$ cat src/include/sap_consts.svh
// register offsets, field positions, reset values and timing of the serial audio port
`ifndef SAP_CONSTS_SVH
`define SAP_CONSTS_SVH
`define SAP_OFS_RVOL    8'h08
`define SAP_OFS_CFGA    8'h09
`define SAP_OFS_CFGB    8'h0a
`define SAP_OFS_SLOTL   8'h0b
`define SAP_OFS_SLOTR   8'h0c
`define SAP_RST_RVOL    8'h40
`define SAP_RST_CFGA    8'h11
`define SAP_RST_CFGB    8'h07
`define SAP_RST_SLOTL   5'h00
`define SAP_RST_SLOTR   5'h01
`define SAP_MASK_CFGA   8'h7f
`define SAP_MASK_CFGB   8'h9f
`define SAP_GAIN_MUTE   8'hff
`define SAP_SLOT_HI     4
`define SAP_A_POL       6
`define SAP_A_WID_HI    5
`define SAP_A_WID_LO    3
`define SAP_A_SENSE     2
`define SAP_A_ALIGN     1
`define SAP_A_TDM       0
`define SAP_B_DELAY     7
`define SAP_B_W16       4
`define SAP_B_ZC        3
`define SAP_B_CLINK     2
`define SAP_B_GLINK     1
`define SAP_B_AUTO      0
`define SAP_SAMPLE_BITS 7'h18
`define SAP_SHORT_BITS  7'h10
`define SAP_RST_WIDTH   7'h20
`define SAP_CLIP_BITS   4
`define SAP_H_CFG       32'h0000_0000
`define SAP_H_CMD       32'h0000_0004
`define SAP_H_STAT      32'h0000_0008
`define SAP_H_LEFT      32'h0000_000c
`define SAP_H_RIGHT     32'h0000_0010
`define SAP_H_EN        16
`define SAP_H_W16       8
`define SAP_H_DELAY     9
`define SAP_H_CMD_RD    16
`define SAP_H_BUSY      8
`define SAP_H_RST_CFG   10'h011
`define SAP_H_RST_FS    1'b1
`define SAP_AXI_OKAY    2'h0
`define SAP_AXI_SLVERR  2'h2
`define SAP_CLK_NS      25
`define SAP_BCLK_NS     200
`define SAP_BCLK_HALF   ((`SAP_BCLK_NS / 2) / `SAP_CLK_NS)
`endif

$ cat src/include/sap_pkg.sv
// types and shared slot arithmetic of the serial audio port
`include "sap_consts.svh"
package sap_pkg;
	typedef logic [6:0]                sap_bits_t;
	typedef logic [`SAP_CLIP_BITS-1:0] sap_clip_t;

	typedef struct packed {
		logic [5:0] slot;
		sap_bits_t  bitn;
	} sap_pos_t;

	typedef struct packed {
		logic [7:0]  rvol;
		logic [7:0]  cfga;
		logic [7:0]  cfgb;
		logic [4:0]  slotl;
		logic [4:0]  slotr;
		logic [7:0]  rdata;
		logic        bclk_d;
		logic        fs_d;
		logic        inframe;
		sap_pos_t    pos;
		logic [23:0] sh;
		logic [23:0] lsamp;
		logic [23:0] rsamp;
		logic        strobe;
		logic [7:0]  lgain;
		logic [7:0]  rgain;
		logic        lmute;
		logic        rmute;
		sap_clip_t   lclip;
		sap_clip_t   rclip;
	} sap_dev_state_t;

	typedef struct packed {
		logic        aw_got;
		logic        w_got;
		logic        bvalid;
		logic        rvalid;
		logic [31:0] awaddr;
		logic [31:0] wdata;
		logic [3:0]  wstrb;
		logic [1:0]  bresp;
		logic [1:0]  rresp;
		logic [31:0] rdata;
		logic [9:0]  cfg;
		logic        en;
		logic [23:0] lreg;
		logic [23:0] rreg;
		logic [23:0] lsh;
		logic [23:0] rsh;
		logic        reg_wr;
		logic [7:0]  raddr;
		logic [7:0]  rwdata;
		logic [7:0]  rres;
		logic [1:0]  pend;
		logic [11:0] div;
		logic        bclk;
		logic        fs;
		logic        sd;
		logic [11:0] fbit;
		sap_pos_t    pos;
	} sap_host_state_t;

	function automatic sap_bits_t sap_slot_bits(input logic [2:0] code);
		case (code)
			3'h0: return 7'h10;
			3'h1: return 7'h18;
			3'h2: return 7'h20;
			3'h3: return 7'h30;
			3'h4: return 7'h40;
			default: return `SAP_RST_WIDTH;
		endcase
	endfunction : sap_slot_bits

	function automatic sap_bits_t sap_used_bits(input sap_bits_t w, input logic short16);
		sap_bits_t nb;
		nb = short16 ? `SAP_SHORT_BITS : `SAP_SAMPLE_BITS;
		return (w < nb) ? w : nb;
	endfunction : sap_used_bits

	function automatic sap_pos_t sap_advance(input sap_pos_t p, input sap_bits_t w);
		sap_pos_t q;
		q = p;
		if (p.bitn == w - 7'h01) begin
			q.bitn = '0;
			q.slot = p.slot + 6'h01;
		end else begin
			q.bitn = p.bitn + 7'h01;
		end
		return q;
	endfunction : sap_advance

	function automatic logic sap_tx_bit(input logic [23:0] smp, input sap_bits_t b,
			input sap_bits_t nb);
		logic [4:0] idx;
		idx = 5'h17 - b[4:0];
		return (b < nb) ? smp[idx] : 1'b0;
	endfunction : sap_tx_bit
endpackage : sap_pkg

$ cat src/include/sap_if.sv
// serial audio link and register port between host and device
`timescale 1ns/1ps
interface sap_if;
	logic       bclk;
	logic       frame_sync;
	logic       serial_audio_in;
	logic       reg_wr;
	logic [7:0] reg_addr;
	logic [7:0] reg_wdata;
	logic [7:0] reg_rdata;

	modport device (
		input  bclk, frame_sync, serial_audio_in, reg_wr, reg_addr, reg_wdata,
		output reg_rdata
	);
	modport host (
		output bclk, frame_sync, serial_audio_in, reg_wr, reg_addr, reg_wdata,
		input  reg_rdata
	);
endinterface : sap_if

$ cat src/design/sap_sync.sv
// two-flop synchroniser for pins entering the system clock domain
`timescale 1ns/1ps
module sap_sync #(
	parameter int W = 1
) (
	input  wire logic         i_clk,
	input  wire logic         i_rst,
	input  wire logic [W-1:0] i_d,
	output logic [W-1:0]      o_q
);
	logic [1:0][W-1:0] st_reg;
	logic [1:0][W-1:0] st_next;

	if (W < 1) begin : g_chk
		$error("sap_sync: width must be positive");
	end

	always_comb begin
		st_next = {st_reg[0], i_d};
	end

	always_ff @(posedge i_clk) begin
		if (i_rst) begin
			st_reg <= '0;
		end else begin
			st_reg <= st_next;
		end
	end

	assign o_q = st_reg[1];
endmodule : sap_sync

$ cat src/design/sap_device.sv
// device end: slave serial audio receiver, its registers and channel gain selection
`timescale 1ns/1ps
`include "sap_consts.svh"
module sap_device (
	input  wire logic               i_clk,
	input  wire logic               i_rst,
	sap_if.device                   bus,
	input  wire logic [7:0]         i_left_gain_code,
	input  wire sap_pkg::sap_clip_t i_left_clipper_setting,
	input  wire sap_pkg::sap_clip_t i_right_clipper_setting,
	input  wire logic [3:0]         i_address_strap_pins,
	output logic [23:0]             o_left_sample,
	output logic [23:0]             o_right_sample,
	output logic                    o_sample_strobe,
	output logic [7:0]              o_left_gain_code,
	output logic [7:0]              o_right_gain_code,
	output logic                    o_left_mute,
	output logic                    o_right_mute,
	output sap_pkg::sap_clip_t      o_left_clip,
	output sap_pkg::sap_clip_t      o_right_clip
);
	import sap_pkg::*;

	sap_dev_state_t st_reg;
	sap_dev_state_t st_next;
	logic [6:0]     sy;
	logic           bc;
	logic           fs;
	logic           sd;
	logic [3:0]     strap;

	// link pins are foreign to i_clk; all pass the same two flops so they stay aligned
	sap_sync #(
		.W (7)
	) u_sync (
		.i_clk (i_clk),
		.i_rst (i_rst),
		.i_d   ({i_address_strap_pins, bus.serial_audio_in, bus.frame_sync, bus.bclk}),
		.o_q   (sy)
	);
	assign {strap, sd, fs, bc} = sy;

	function automatic logic zero_cross(input logic [23:0] prev, input logic [23:0] cur);
		return (prev[23] != cur[23]) || (cur == '0);
	endfunction : zero_cross

	always_comb begin
		sap_pos_t    p;
		logic        take;
		logic        lat_l;
		logic        lat_r;
		logic [23:0] smp;
		sap_bits_t   w;
		sap_bits_t   nb;
		logic [5:0]  lslot;
		logic [5:0]  rslot;
		logic [7:0]  rtgt;
		p = st_reg.pos;
		take = 1'b0;
		lat_l = 1'b0;
		lat_r = 1'b0;
		smp = '0;
		w = '0;
		nb = '0;
		lslot = '0;
		rslot = '0;
		rtgt = '0;
		st_next = st_reg;
		st_next.strobe = 1'b0;
		st_next.bclk_d = bc;
		w = sap_slot_bits(st_reg.cfga[`SAP_A_WID_HI:`SAP_A_WID_LO]);
		nb = sap_used_bits(w, st_reg.cfgb[`SAP_B_W16]);
		if (!st_reg.cfga[`SAP_A_TDM]) begin
			lslot = 6'h00;
			rslot = 6'h01;
		end else if (st_reg.cfgb[`SAP_B_AUTO]) begin
			lslot = {1'b0, strap, 1'b0};
			rslot = {1'b0, strap, 1'b1};
		end else begin
			lslot = {1'b0, st_reg.slotl};
			rslot = {1'b0, st_reg.slotr};
		end

		// capture edge; delay moves it to the opposite bit clock edge
		if (bc != st_reg.bclk_d
				&& bc == !(st_reg.cfga[`SAP_A_POL] ^ st_reg.cfgb[`SAP_B_DELAY])) begin
			st_next.fs_d = fs;
			// the left-channel level begins a frame in both framings
			if (fs != st_reg.fs_d && fs == st_reg.cfga[`SAP_A_SENSE]) begin
				st_next.inframe = 1'b1;
				p = '0;
				take = st_reg.cfga[`SAP_A_ALIGN];
				st_next.pos = take ? sap_advance(p, w) : p;
			end else begin
				take = st_reg.inframe;
				st_next.pos = sap_advance(p, w);
			end
			if (take && p.bitn < nb) begin
				st_next.sh = {st_reg.sh[22:0], sd};
				if (p.bitn == nb - 7'h01) begin
					smp = st_next.sh << (`SAP_SAMPLE_BITS - nb);
					lat_l = (p.slot == lslot);
					lat_r = (p.slot == rslot);
				end
			end
		end
		if (lat_l) begin
			st_next.lsamp = smp;
		end
		if (lat_r) begin
			st_next.rsamp = smp;
			st_next.strobe = 1'b1;
		end

		// gain selection; crossing is judged per channel, so updates may differ in time
		rtgt = st_reg.cfgb[`SAP_B_GLINK] ? i_left_gain_code : st_reg.rvol;
		if (!st_reg.cfgb[`SAP_B_ZC] || (lat_l && zero_cross(st_reg.lsamp, smp))) begin
			st_next.lgain = i_left_gain_code;
		end
		if (!st_reg.cfgb[`SAP_B_ZC] || (lat_r && zero_cross(st_reg.rsamp, smp))) begin
			st_next.rgain = rtgt;
		end
		st_next.lmute = (st_next.lgain == `SAP_GAIN_MUTE);
		st_next.rmute = (st_next.rgain == `SAP_GAIN_MUTE);
		st_next.lclip = i_left_clipper_setting;
		st_next.rclip = st_reg.cfgb[`SAP_B_CLINK] ? i_left_clipper_setting
			: i_right_clipper_setting;

		// register port; reserved bits are masked and read as zero
		if (bus.reg_wr) begin
			case (bus.reg_addr)
				`SAP_OFS_RVOL: st_next.rvol = bus.reg_wdata;
				`SAP_OFS_CFGA: st_next.cfga = bus.reg_wdata & `SAP_MASK_CFGA;
				`SAP_OFS_CFGB: st_next.cfgb = bus.reg_wdata & `SAP_MASK_CFGB;
				`SAP_OFS_SLOTL: st_next.slotl = bus.reg_wdata[`SAP_SLOT_HI:0];
				`SAP_OFS_SLOTR: st_next.slotr = bus.reg_wdata[`SAP_SLOT_HI:0];
				default: ;
			endcase
		end
		case (bus.reg_addr)
			`SAP_OFS_RVOL: st_next.rdata = st_reg.rvol;
			`SAP_OFS_CFGA: st_next.rdata = st_reg.cfga;
			`SAP_OFS_CFGB: st_next.rdata = st_reg.cfgb;
			`SAP_OFS_SLOTL: st_next.rdata = {3'h0, st_reg.slotl};
			`SAP_OFS_SLOTR: st_next.rdata = {3'h0, st_reg.slotr};
			default: st_next.rdata = 8'h00;
		endcase
	end

	always_ff @(posedge i_clk) begin
		if (i_rst) begin
			st_reg <= '0;
			st_reg.rvol <= `SAP_RST_RVOL;
			st_reg.cfga <= `SAP_RST_CFGA;
			st_reg.cfgb <= `SAP_RST_CFGB;
			st_reg.slotl <= `SAP_RST_SLOTL;
			st_reg.slotr <= `SAP_RST_SLOTR;
			st_reg.lgain <= `SAP_RST_RVOL;
			st_reg.rgain <= `SAP_RST_RVOL;
		end else begin
			st_reg <= st_next;
		end
	end

	assign bus.reg_rdata = st_reg.rdata;
	assign o_left_sample = st_reg.lsamp;
	assign o_right_sample = st_reg.rsamp;
	assign o_sample_strobe = st_reg.strobe;
	assign o_left_gain_code = st_reg.lgain;
	assign o_right_gain_code = st_reg.rgain;
	assign o_left_mute = st_reg.lmute;
	assign o_right_mute = st_reg.rmute;
	assign o_left_clip = st_reg.lclip;
	assign o_right_clip = st_reg.rclip;
endmodule : sap_device

$ cat src/flat_wrapper.sv
// flat-port wrapper written by rule: the top's interface ports become plain ports
module sap_device_flat import sap_pkg::*;
  (i_clk, i_rst, i_left_gain_code, i_left_clipper_setting, i_right_clipper_setting, i_address_strap_pins, o_left_sample, o_right_sample, o_sample_strobe, o_left_gain_code, o_right_gain_code, o_left_mute, o_right_mute, o_left_clip, o_right_clip, bus_bclk, bus_frame_sync, bus_serial_audio_in, bus_reg_wr, bus_reg_addr, bus_reg_wdata, bus_reg_rdata);
  sap_if bus_i ();
  input  wire logic i_clk;
  input  wire logic i_rst;
  input  wire logic [7:0] i_left_gain_code;
  input  wire sap_pkg::sap_clip_t i_left_clipper_setting;
  input  wire sap_pkg::sap_clip_t i_right_clipper_setting;
  input  wire logic [3:0] i_address_strap_pins;
  output logic [23:0] o_left_sample;
  output logic [23:0] o_right_sample;
  output logic o_sample_strobe;
  output logic [7:0] o_left_gain_code;
  output logic [7:0] o_right_gain_code;
  output logic o_left_mute;
  output logic o_right_mute;
  output sap_pkg::sap_clip_t o_left_clip;
  output sap_pkg::sap_clip_t o_right_clip;
  input wire logic [$bits(bus_i.bclk)-1:0] bus_bclk;
  input wire logic [$bits(bus_i.frame_sync)-1:0] bus_frame_sync;
  input wire logic [$bits(bus_i.serial_audio_in)-1:0] bus_serial_audio_in;
  input wire logic [$bits(bus_i.reg_wr)-1:0] bus_reg_wr;
  input wire logic [$bits(bus_i.reg_addr)-1:0] bus_reg_addr;
  input wire logic [$bits(bus_i.reg_wdata)-1:0] bus_reg_wdata;
  output wire logic [$bits(bus_i.reg_rdata)-1:0] bus_reg_rdata;
  assign bus_i.bclk = bus_bclk;
  assign bus_i.frame_sync = bus_frame_sync;
  assign bus_i.serial_audio_in = bus_serial_audio_in;
  assign bus_i.reg_wr = bus_reg_wr;
  assign bus_i.reg_addr = bus_reg_addr;
  assign bus_i.reg_wdata = bus_reg_wdata;
  assign bus_reg_rdata = bus_i.reg_rdata;
  sap_device u_core (.i_clk(i_clk), .i_rst(i_rst), .bus(bus_i), .i_left_gain_code(i_left_gain_code), .i_left_clipper_setting(i_left_clipper_setting), .i_right_clipper_setting(i_right_clipper_setting), .i_address_strap_pins(i_address_strap_pins), .o_left_sample(o_left_sample), .o_right_sample(o_right_sample), .o_sample_strobe(o_sample_strobe), .o_left_gain_code(o_left_gain_code), .o_right_gain_code(o_right_gain_code), .o_left_mute(o_left_mute), .o_right_mute(o_right_mute), .o_left_clip(o_left_clip), .o_right_clip(o_right_clip));
endmodule
$ cat config.mk
export PLATFORM = sky130hd
export DESIGN_NAME = sap_device_flat
export DESIGN_NICKNAME = d
export VERILOG_FILES = /design/src/include/sap_pkg.sv /design/src/include/sap_if.sv /design/src/design/sap_sync.sv /design/src/design/sap_device.sv /design/src/flat_wrapper.sv
export VERILOG_INCLUDE_DIRS = /design/src /design/src/include
export SDC_FILE = /design/constraint.sdc
export NUM_CORES = 1
export LEC_CHECK = 0
export ABC_AREA = 1
export BUFFER_PORTS_ARGS = -buffer_cell sky130_fd_sc_hd__buf_2
export CORE_AREA = 2 2 143 145
export DETAILED_ROUTE_END_ITERATION = 10
export DIE_AREA = 0 0 145 147
export GPL_ROUTABILITY_DRIVEN = 0
export MAX_ROUTING_LAYER = met4
export RECOVER_POWER = 25
export SETUP_SLACK_MARGIN = 0.2
export SLEW_MARGIN = 20
export SYNTH_ARGS = -nofsm -noshare
export SYNTH_HDL_FRONTEND = slang
export SYNTH_SLANG_ARGS = --single-unit
$ cat constraint.sdc
create_clock -name i_clk -period 3.42 [get_ports i_clk]
set_clock_uncertainty 0.05 [all_clocks]
set_input_delay 0.684 -clock i_clk [delete_from_list [all_inputs] [get_ports i_clk]]
set_output_delay 0.684 -clock i_clk [all_outputs]
set_load 0.02 [all_outputs]
== Yosys cells after proc, flatten, opt, wreduce, memory -nomap -nowiden ==
Index checks and enable logic that the tools add are counted.

* Divide/modulo/power cells: 0
* Bitwise logic cells: 1
* Reductions and logical operators: 23
* Muxes and demuxes: 32
* $lt $le $gt $ge: 2
* Eq/ne operators: 20
* $mul: 0
* Add/subtract/negate cells: 5
* Shift operators: 1

{| class="wikitable"
|+ Operator list
! cell !! count
|-
| $mux 24 || 3
|-
| $eq 8x4->1 const B || 5
|-
| $pmux 8 s5 || 1
|-
| $mux 13 || 3
|-
| $mux 8 || 4
|-
| $pmux 7 s4 || 1
|-
| $logic_not 24->1 || 1
|-
| $shl 24x7->24 || 1
|-
| $mux 6 || 3
|-
| $eq 8x8->1 const B || 2
|-
| $reduce_and 2->1 || 8
|-
| $eq 7x7->1 || 2
|-
| $lt 7x7->1 || 2
|-
| $mux 7 || 2
|-
| $sub 7x1->7 const B || 2
|-
| $eq 6x6->1 || 2
|-
| $mux 1 || 11
|-
| $mux 5 || 2
|-
| $mux 4 || 2
|-
| $add 7x1->7 const B || 1
|-
| $logic_not 7->1 || 1
|-
| $sub 5x7->7 const A || 1
|-
| $add 6x1->6 const B || 1
|-
| $logic_and 1x1->1 || 5
|-
| other kinds (10) || 18
|}

* Memories: 0
* Output and inout port bits: 83
* Bits in read-only memories: 0
* Flip-flop bits (word level): 167
* Latch bits: 0
* Bits in writable memories: 0

== Depth between registers and ports, before layout ==
* Depth after elaboration: 15
* Mapped depth: 21
* Mapped depth without buffers: 21

== Hierarchy ==
From an unflattened synthesis, not the netlist that was laid out.

* Cells, all modules: 1,014
* Area, all modules: 7,872.6 µm²

{| class="wikitable"
|+ Modules (own cells, without submodules)
! module !! instances !! area an instance (µm²) !! cells an instance
|-
| sap_device || 1 || 7,475.9 || 971
|-
| sap_sync || 1 || 396.6 || 43
|}

== Worst setup path after synthesis ==
OpenSTA, ideal clock, no wires.

* Path type: reg-to-reg
* Start point: register u_core.st_reg[113] (netlist name)
* End point: register u_core.st_reg (netlist bit u_core.o_right_mute)
* Stages on the path, launching flop included: 21
* Required time: 3.258 ns
* Setup slack: 0.942 ns
* Data arrival time: 2.317 ns
* Period minus slack after synthesis: 2.478 ns
* Buffers on the path: 1
* Cells stage by stage: dfxtp_1 > inv_1 > nand2_1 > nand2_1 > nand2_1 > clkinv_1 > nor2_1 > ha_1 > a21oi_1 > nand3_1 > a21oi_2 > buf_6 > nand4_1 > nand2_1 > nand3_2 > nand2_4 > nand2_8 > nor2_1 > nor2_4 > nand3_2 > nor2_2

* Longest elaborated chain between the ends: 14
* Elaborated cells on any way between the ends: 23

{| class="wikitable"
|+ Ends and longest elaborated chain
! what !! RTL line !! RTL
|-
| start: declaration || sap_device.sv:24 || <nowiki>sap_dev_state_t st_reg;</nowiki>
|-
| start signal: assignment || sap_device.sv:161 || <nowiki>st_reg <= st_next;</nowiki>
|-
| $ne 1x1->1 (*) || sap_device.sv:89 || <nowiki>if (fs != st_reg.fs_d && fs == st_reg.cfga[`SAP_A_SENSE]) begin</nowiki>
|-
| $logic_and 1x1->1 (*) || sap_device.sv:89 ||
|-
| $mux 13 || sap_device.sv:89 ||
|-
| $mux 13 || sap_device.sv:85 || <nowiki>if (bc != st_reg.bclk_d</nowiki>
|-
| $lt 7x7->1 or $eq 7x7->1 (tied branches) || sap_device.sv:98, sap_device.sv:100 ||
|-
| $logic_and 1x1->1 or $mux 24 (tied branches) || sap_device.sv:98, sap_device.sv:100 ||
|-
| $mux 24 || sap_device.sv:98 || <nowiki>if (take && p.bitn < nb) begin</nowiki>
|-
| $mux 24 || sap_device.sv:85 ||
|-
| $logic_not 24->1 or $ne 1x1->1 (tied branches) || sap_device.sv:44 || <nowiki>return (prev[23] != cur[23]) || (cur == '0);</nowiki>
|-
| $logic_or 1x1->1 || sap_device.sv:44 ||
|-
| $logic_and 1x1->1 (*) || sap_device.sv:120 || <nowiki>if (!st_reg.cfgb[`SAP_B_ZC] || (lat_r && zero_cross(st_reg.rsamp, smp))) begin</nowiki>
|-
| $logic_or 1x1->1 (*) || sap_device.sv:120 ||
|-
| $mux 8 (*) || sap_device.sv:120 ||
|-
| $eq 8x8->1 (no line) (*) || -- ||
|}

Every way passes the cells marked *; elsewhere a longest branch is shown, timed or not. The select of a mux whose other input is x is not followed.
A chain may end at the register's enable or synchronous reset.

==> flow_summary.toml <==
[sta]
slew_headroom = 0.0514
min_period_ns = 3.03
drv_slew = 0
min_period_over_period = 0.886
hold-worst-slack_ns = 0.352
final_hold_viol_count = 0
worst_slack_ns = 0.389
grt_setup_unrepaired = "yes"
max_freq_ghz = 0.330
finalSetupTns_ns = 0
finalSetupViolCount = 0
worstMarginPinSlew_ns = 1.42

[floorplanning]
start_util = 0.390
rows = 52
die_area_um2 = 21300
die_y_um = 147
ioPinCount = 125
fp.dieW_um = 145
core_um2 = 19800

[worst_setup_path]
r2r_end = "u_core.o_right_mute$_SDFF_PP0_"
cp_slowest_cell = "clkbuf_1"
criticalPathCategory = "in2reg"
r2r_slack_ns = 0.50
crit_path_end = "u_core.st_reg[111]$_SDFFE_PP0P_"
r2r_start = "u_core.st_reg[113]$_SDFFE_PP0P_"
crit_arrival_ns = 3.28
slowest_delay_ns = 0.93
start_kind = "primary input"
path_max_fanout = 71
ff2ff_path_depth = 19
path_cells = "clkbuf_1 > inv_1 > clkbuf_2 > nand2_1 > nor3b_1"
critPathLaunch = "i_rst"
end_kind = "flop"
cp_data_required_time_ns = 3.67

[synthesis]
yosys.area_share.xor_xnor = 0.0113
yosys.area_share.simple = 0.219
yosysUniqueCellTypes = 44
synth-seq-cells = 167
ys_warn_count = 0
synth_top_area_cell = "dfxtp_1"
synth_ff_type = "dfxtp_1"
yosysTopAreaCellShare = 0.432
synthAdderAreaFrac = 0.00809
syn_area_per_cell_um2 = 7.40
synth_top_family_by_area = "simple AND/OR/NAND/NOR gates"
syn_area_um2 = 7740
synth_compound_area_frac = 0.170
ys_top_cells_by_area = "dfxtp_1 (43%), buf_4 (8.1%), nand2_1 (7.4%)"
synth_mux_area_frac = 0.00129
synth-async-reset-ratio = 0
synth_edf_count = 0
ys_seq_area_frac = 0.432
syn_inst = 1045

[detailed_routing]
vias = 6552
viasPerCell = 4.81
dr.pass1.iters = 5
wl_um = 19300
ant_nets = 0
drcViolationCount = 0
routedWlPerCell_um = 14.2
detail_route.iter0.violations = 504

[global_routing]
grt_max_degree = 72
grt_pass1_wl_um = 31200
grt_util_met2 = 0.287
grt_use_met3 = 0.0447
antenna_found_initial = 0
overflow = 0
grt_use_total = 0.188
grt_pass1_vias = 5957
grtUsageMet1 = 0.249
grt-busiest-layer = "met2"

[cells_and_area]
n_antenna_cell = 0
area_delta_synth_final_pct = 10.8
most-common-layout-cells = "dfxtp_1 (167), nand2_1 (152), nor2_1 (148), o21ai_0 (112), inv_1 (110)"
largest_reg_flops = 70
layout-drive-gt1-share = 0.148
final_common_cell = "dfxtp_1"
fin_nets = 1126
fin_area_um2 = 8570

[cts]
htreeDepth = 4
cts_root_buf = "clkbuf_16"
holdBufCountCts = 0
clk_pin_slew_ns = 0.07
cts_tree = "done"
clock_path_buffers = 2
post_cts_resized = 0
numCtsBuffers = 17
postCtsSetupRepairBufs = 0
clk_latency_ns = 0.43
clkSinkCount = 167

[power]
ir_drop_uv = 312
p_leak_nw = 3.77
power_density_nw_per_um2 = 487

[min_path]
min_path_cells = 2
min_path_type = "reg2reg"

[placement]
place_ws_ns = 0.296
placed_cell_area_um2 = 8000
dp_hpwl_um = 13800
numPortBuffers = 124

[run_status]
outcome = "complete, no violations"

[run]
maxCapViolCount = 0
[per-layer routing]
layer  vias up  share of wire
met5         -              0
met4         0          0.015
met3        23          0.049
met2       138           0.46
met1      3012           0.48
li1       3379              -
[logic make-up (layout without fill, tap and decap cells)]
| logic type | Yosys count | count (layout) |
|---|---|---|
| other | 2 | 3 |
| buffers and inverters | 234 | 280 |
| AND/OR/NAND/NOR | 385 | 385 |
| adder cells (fa/ha/maj) | 5 | 5 |
| AO/OA/AOI/OAI | 241 | 241 |
| multiplexers | 1 | 1 |
| flip-flops | 167 | 167 |
| XOR/XNOR | 10 | 10 |
[layout make-up]
cell class,count,area [um^2]
Inverter,114,428
Tap cell,270,338
Clock inverter,9,113
Clock buffer,23,508
Multi-Input combinational cell,645,3190
Fill cell,2060,11300
Sequential cell,167,3340
Timing Repair Buffer,134,658
[through the flow]
stage                     std cells   util  power (W)
final                          1362  0.432    0.00417
after global routing           1362  0.432    0.00434
after CTS                      1362  0.435    0.00422
after detailed placement       1330  0.403    0.00223
after global placement         1330  0.403    0.00222
after floorplan                1046      -    0.00217
[Yosys cell counts (all sizes together), types with 8 or more instances]
library cell	count
nand3	26
nor2	156
o21ai	123
a21oi	82
nand3b	10
a211oi	9
dfxtp	167
clkbuf	26
inv	111
buf	94
nor3	12
nand4	8
o211ai	11
nand2	164
[critical path: cells and delay by family]
| family | cells | cell delay, ns |
|---|---|---|
| simple gates | 2 | 0.49 |
| buf+inv | 3 | 2.08 |
[where the power goes]
part / internal, W / total (W) / switching, W
logic: 0.0000638 / 0.000193 / 0.000129
clock network: 0.00120 / 0.00200 / 0.000799
registers: 0.00197 / 0.00198 / 0.0000127
total: 0.00323 / 0.00417 / 0.000940
[how the worst min path moves through the flow]
| stage | start | to |
|---|---|---|
| after CTS | u_core.u_sync.st_next[9]$_SDFF_PP0_ | u_core.u_sync.o_q[2]$_SDFF_PP0_ |
| after floorplan | u_core.u_sync.st_next[7]$_SDFF_PP0_ | u_core.u_sync.o_q[0]$_SDFF_PP0_ |
| after detailed placement | u_core.u_sync.st_next[9]$_SDFF_PP0_ | u_core.u_sync.o_q[2]$_SDFF_PP0_ |
| after global placement | u_core.u_sync.st_next[13]$_SDFF_PP0_ | u_core.u_sync.o_q[6]$_SDFF_PP0_ |
| after global routing | u_core.u_sync.st_next[9]$_SDFF_PP0_ | u_core.u_sync.o_q[2]$_SDFF_PP0_ |
| final | u_core.u_sync.st_next[9]$_SDFF_PP0_ | u_core.u_sync.o_q[2]$_SDFF_PP0_ |
(Power assumes the default switching activity.)
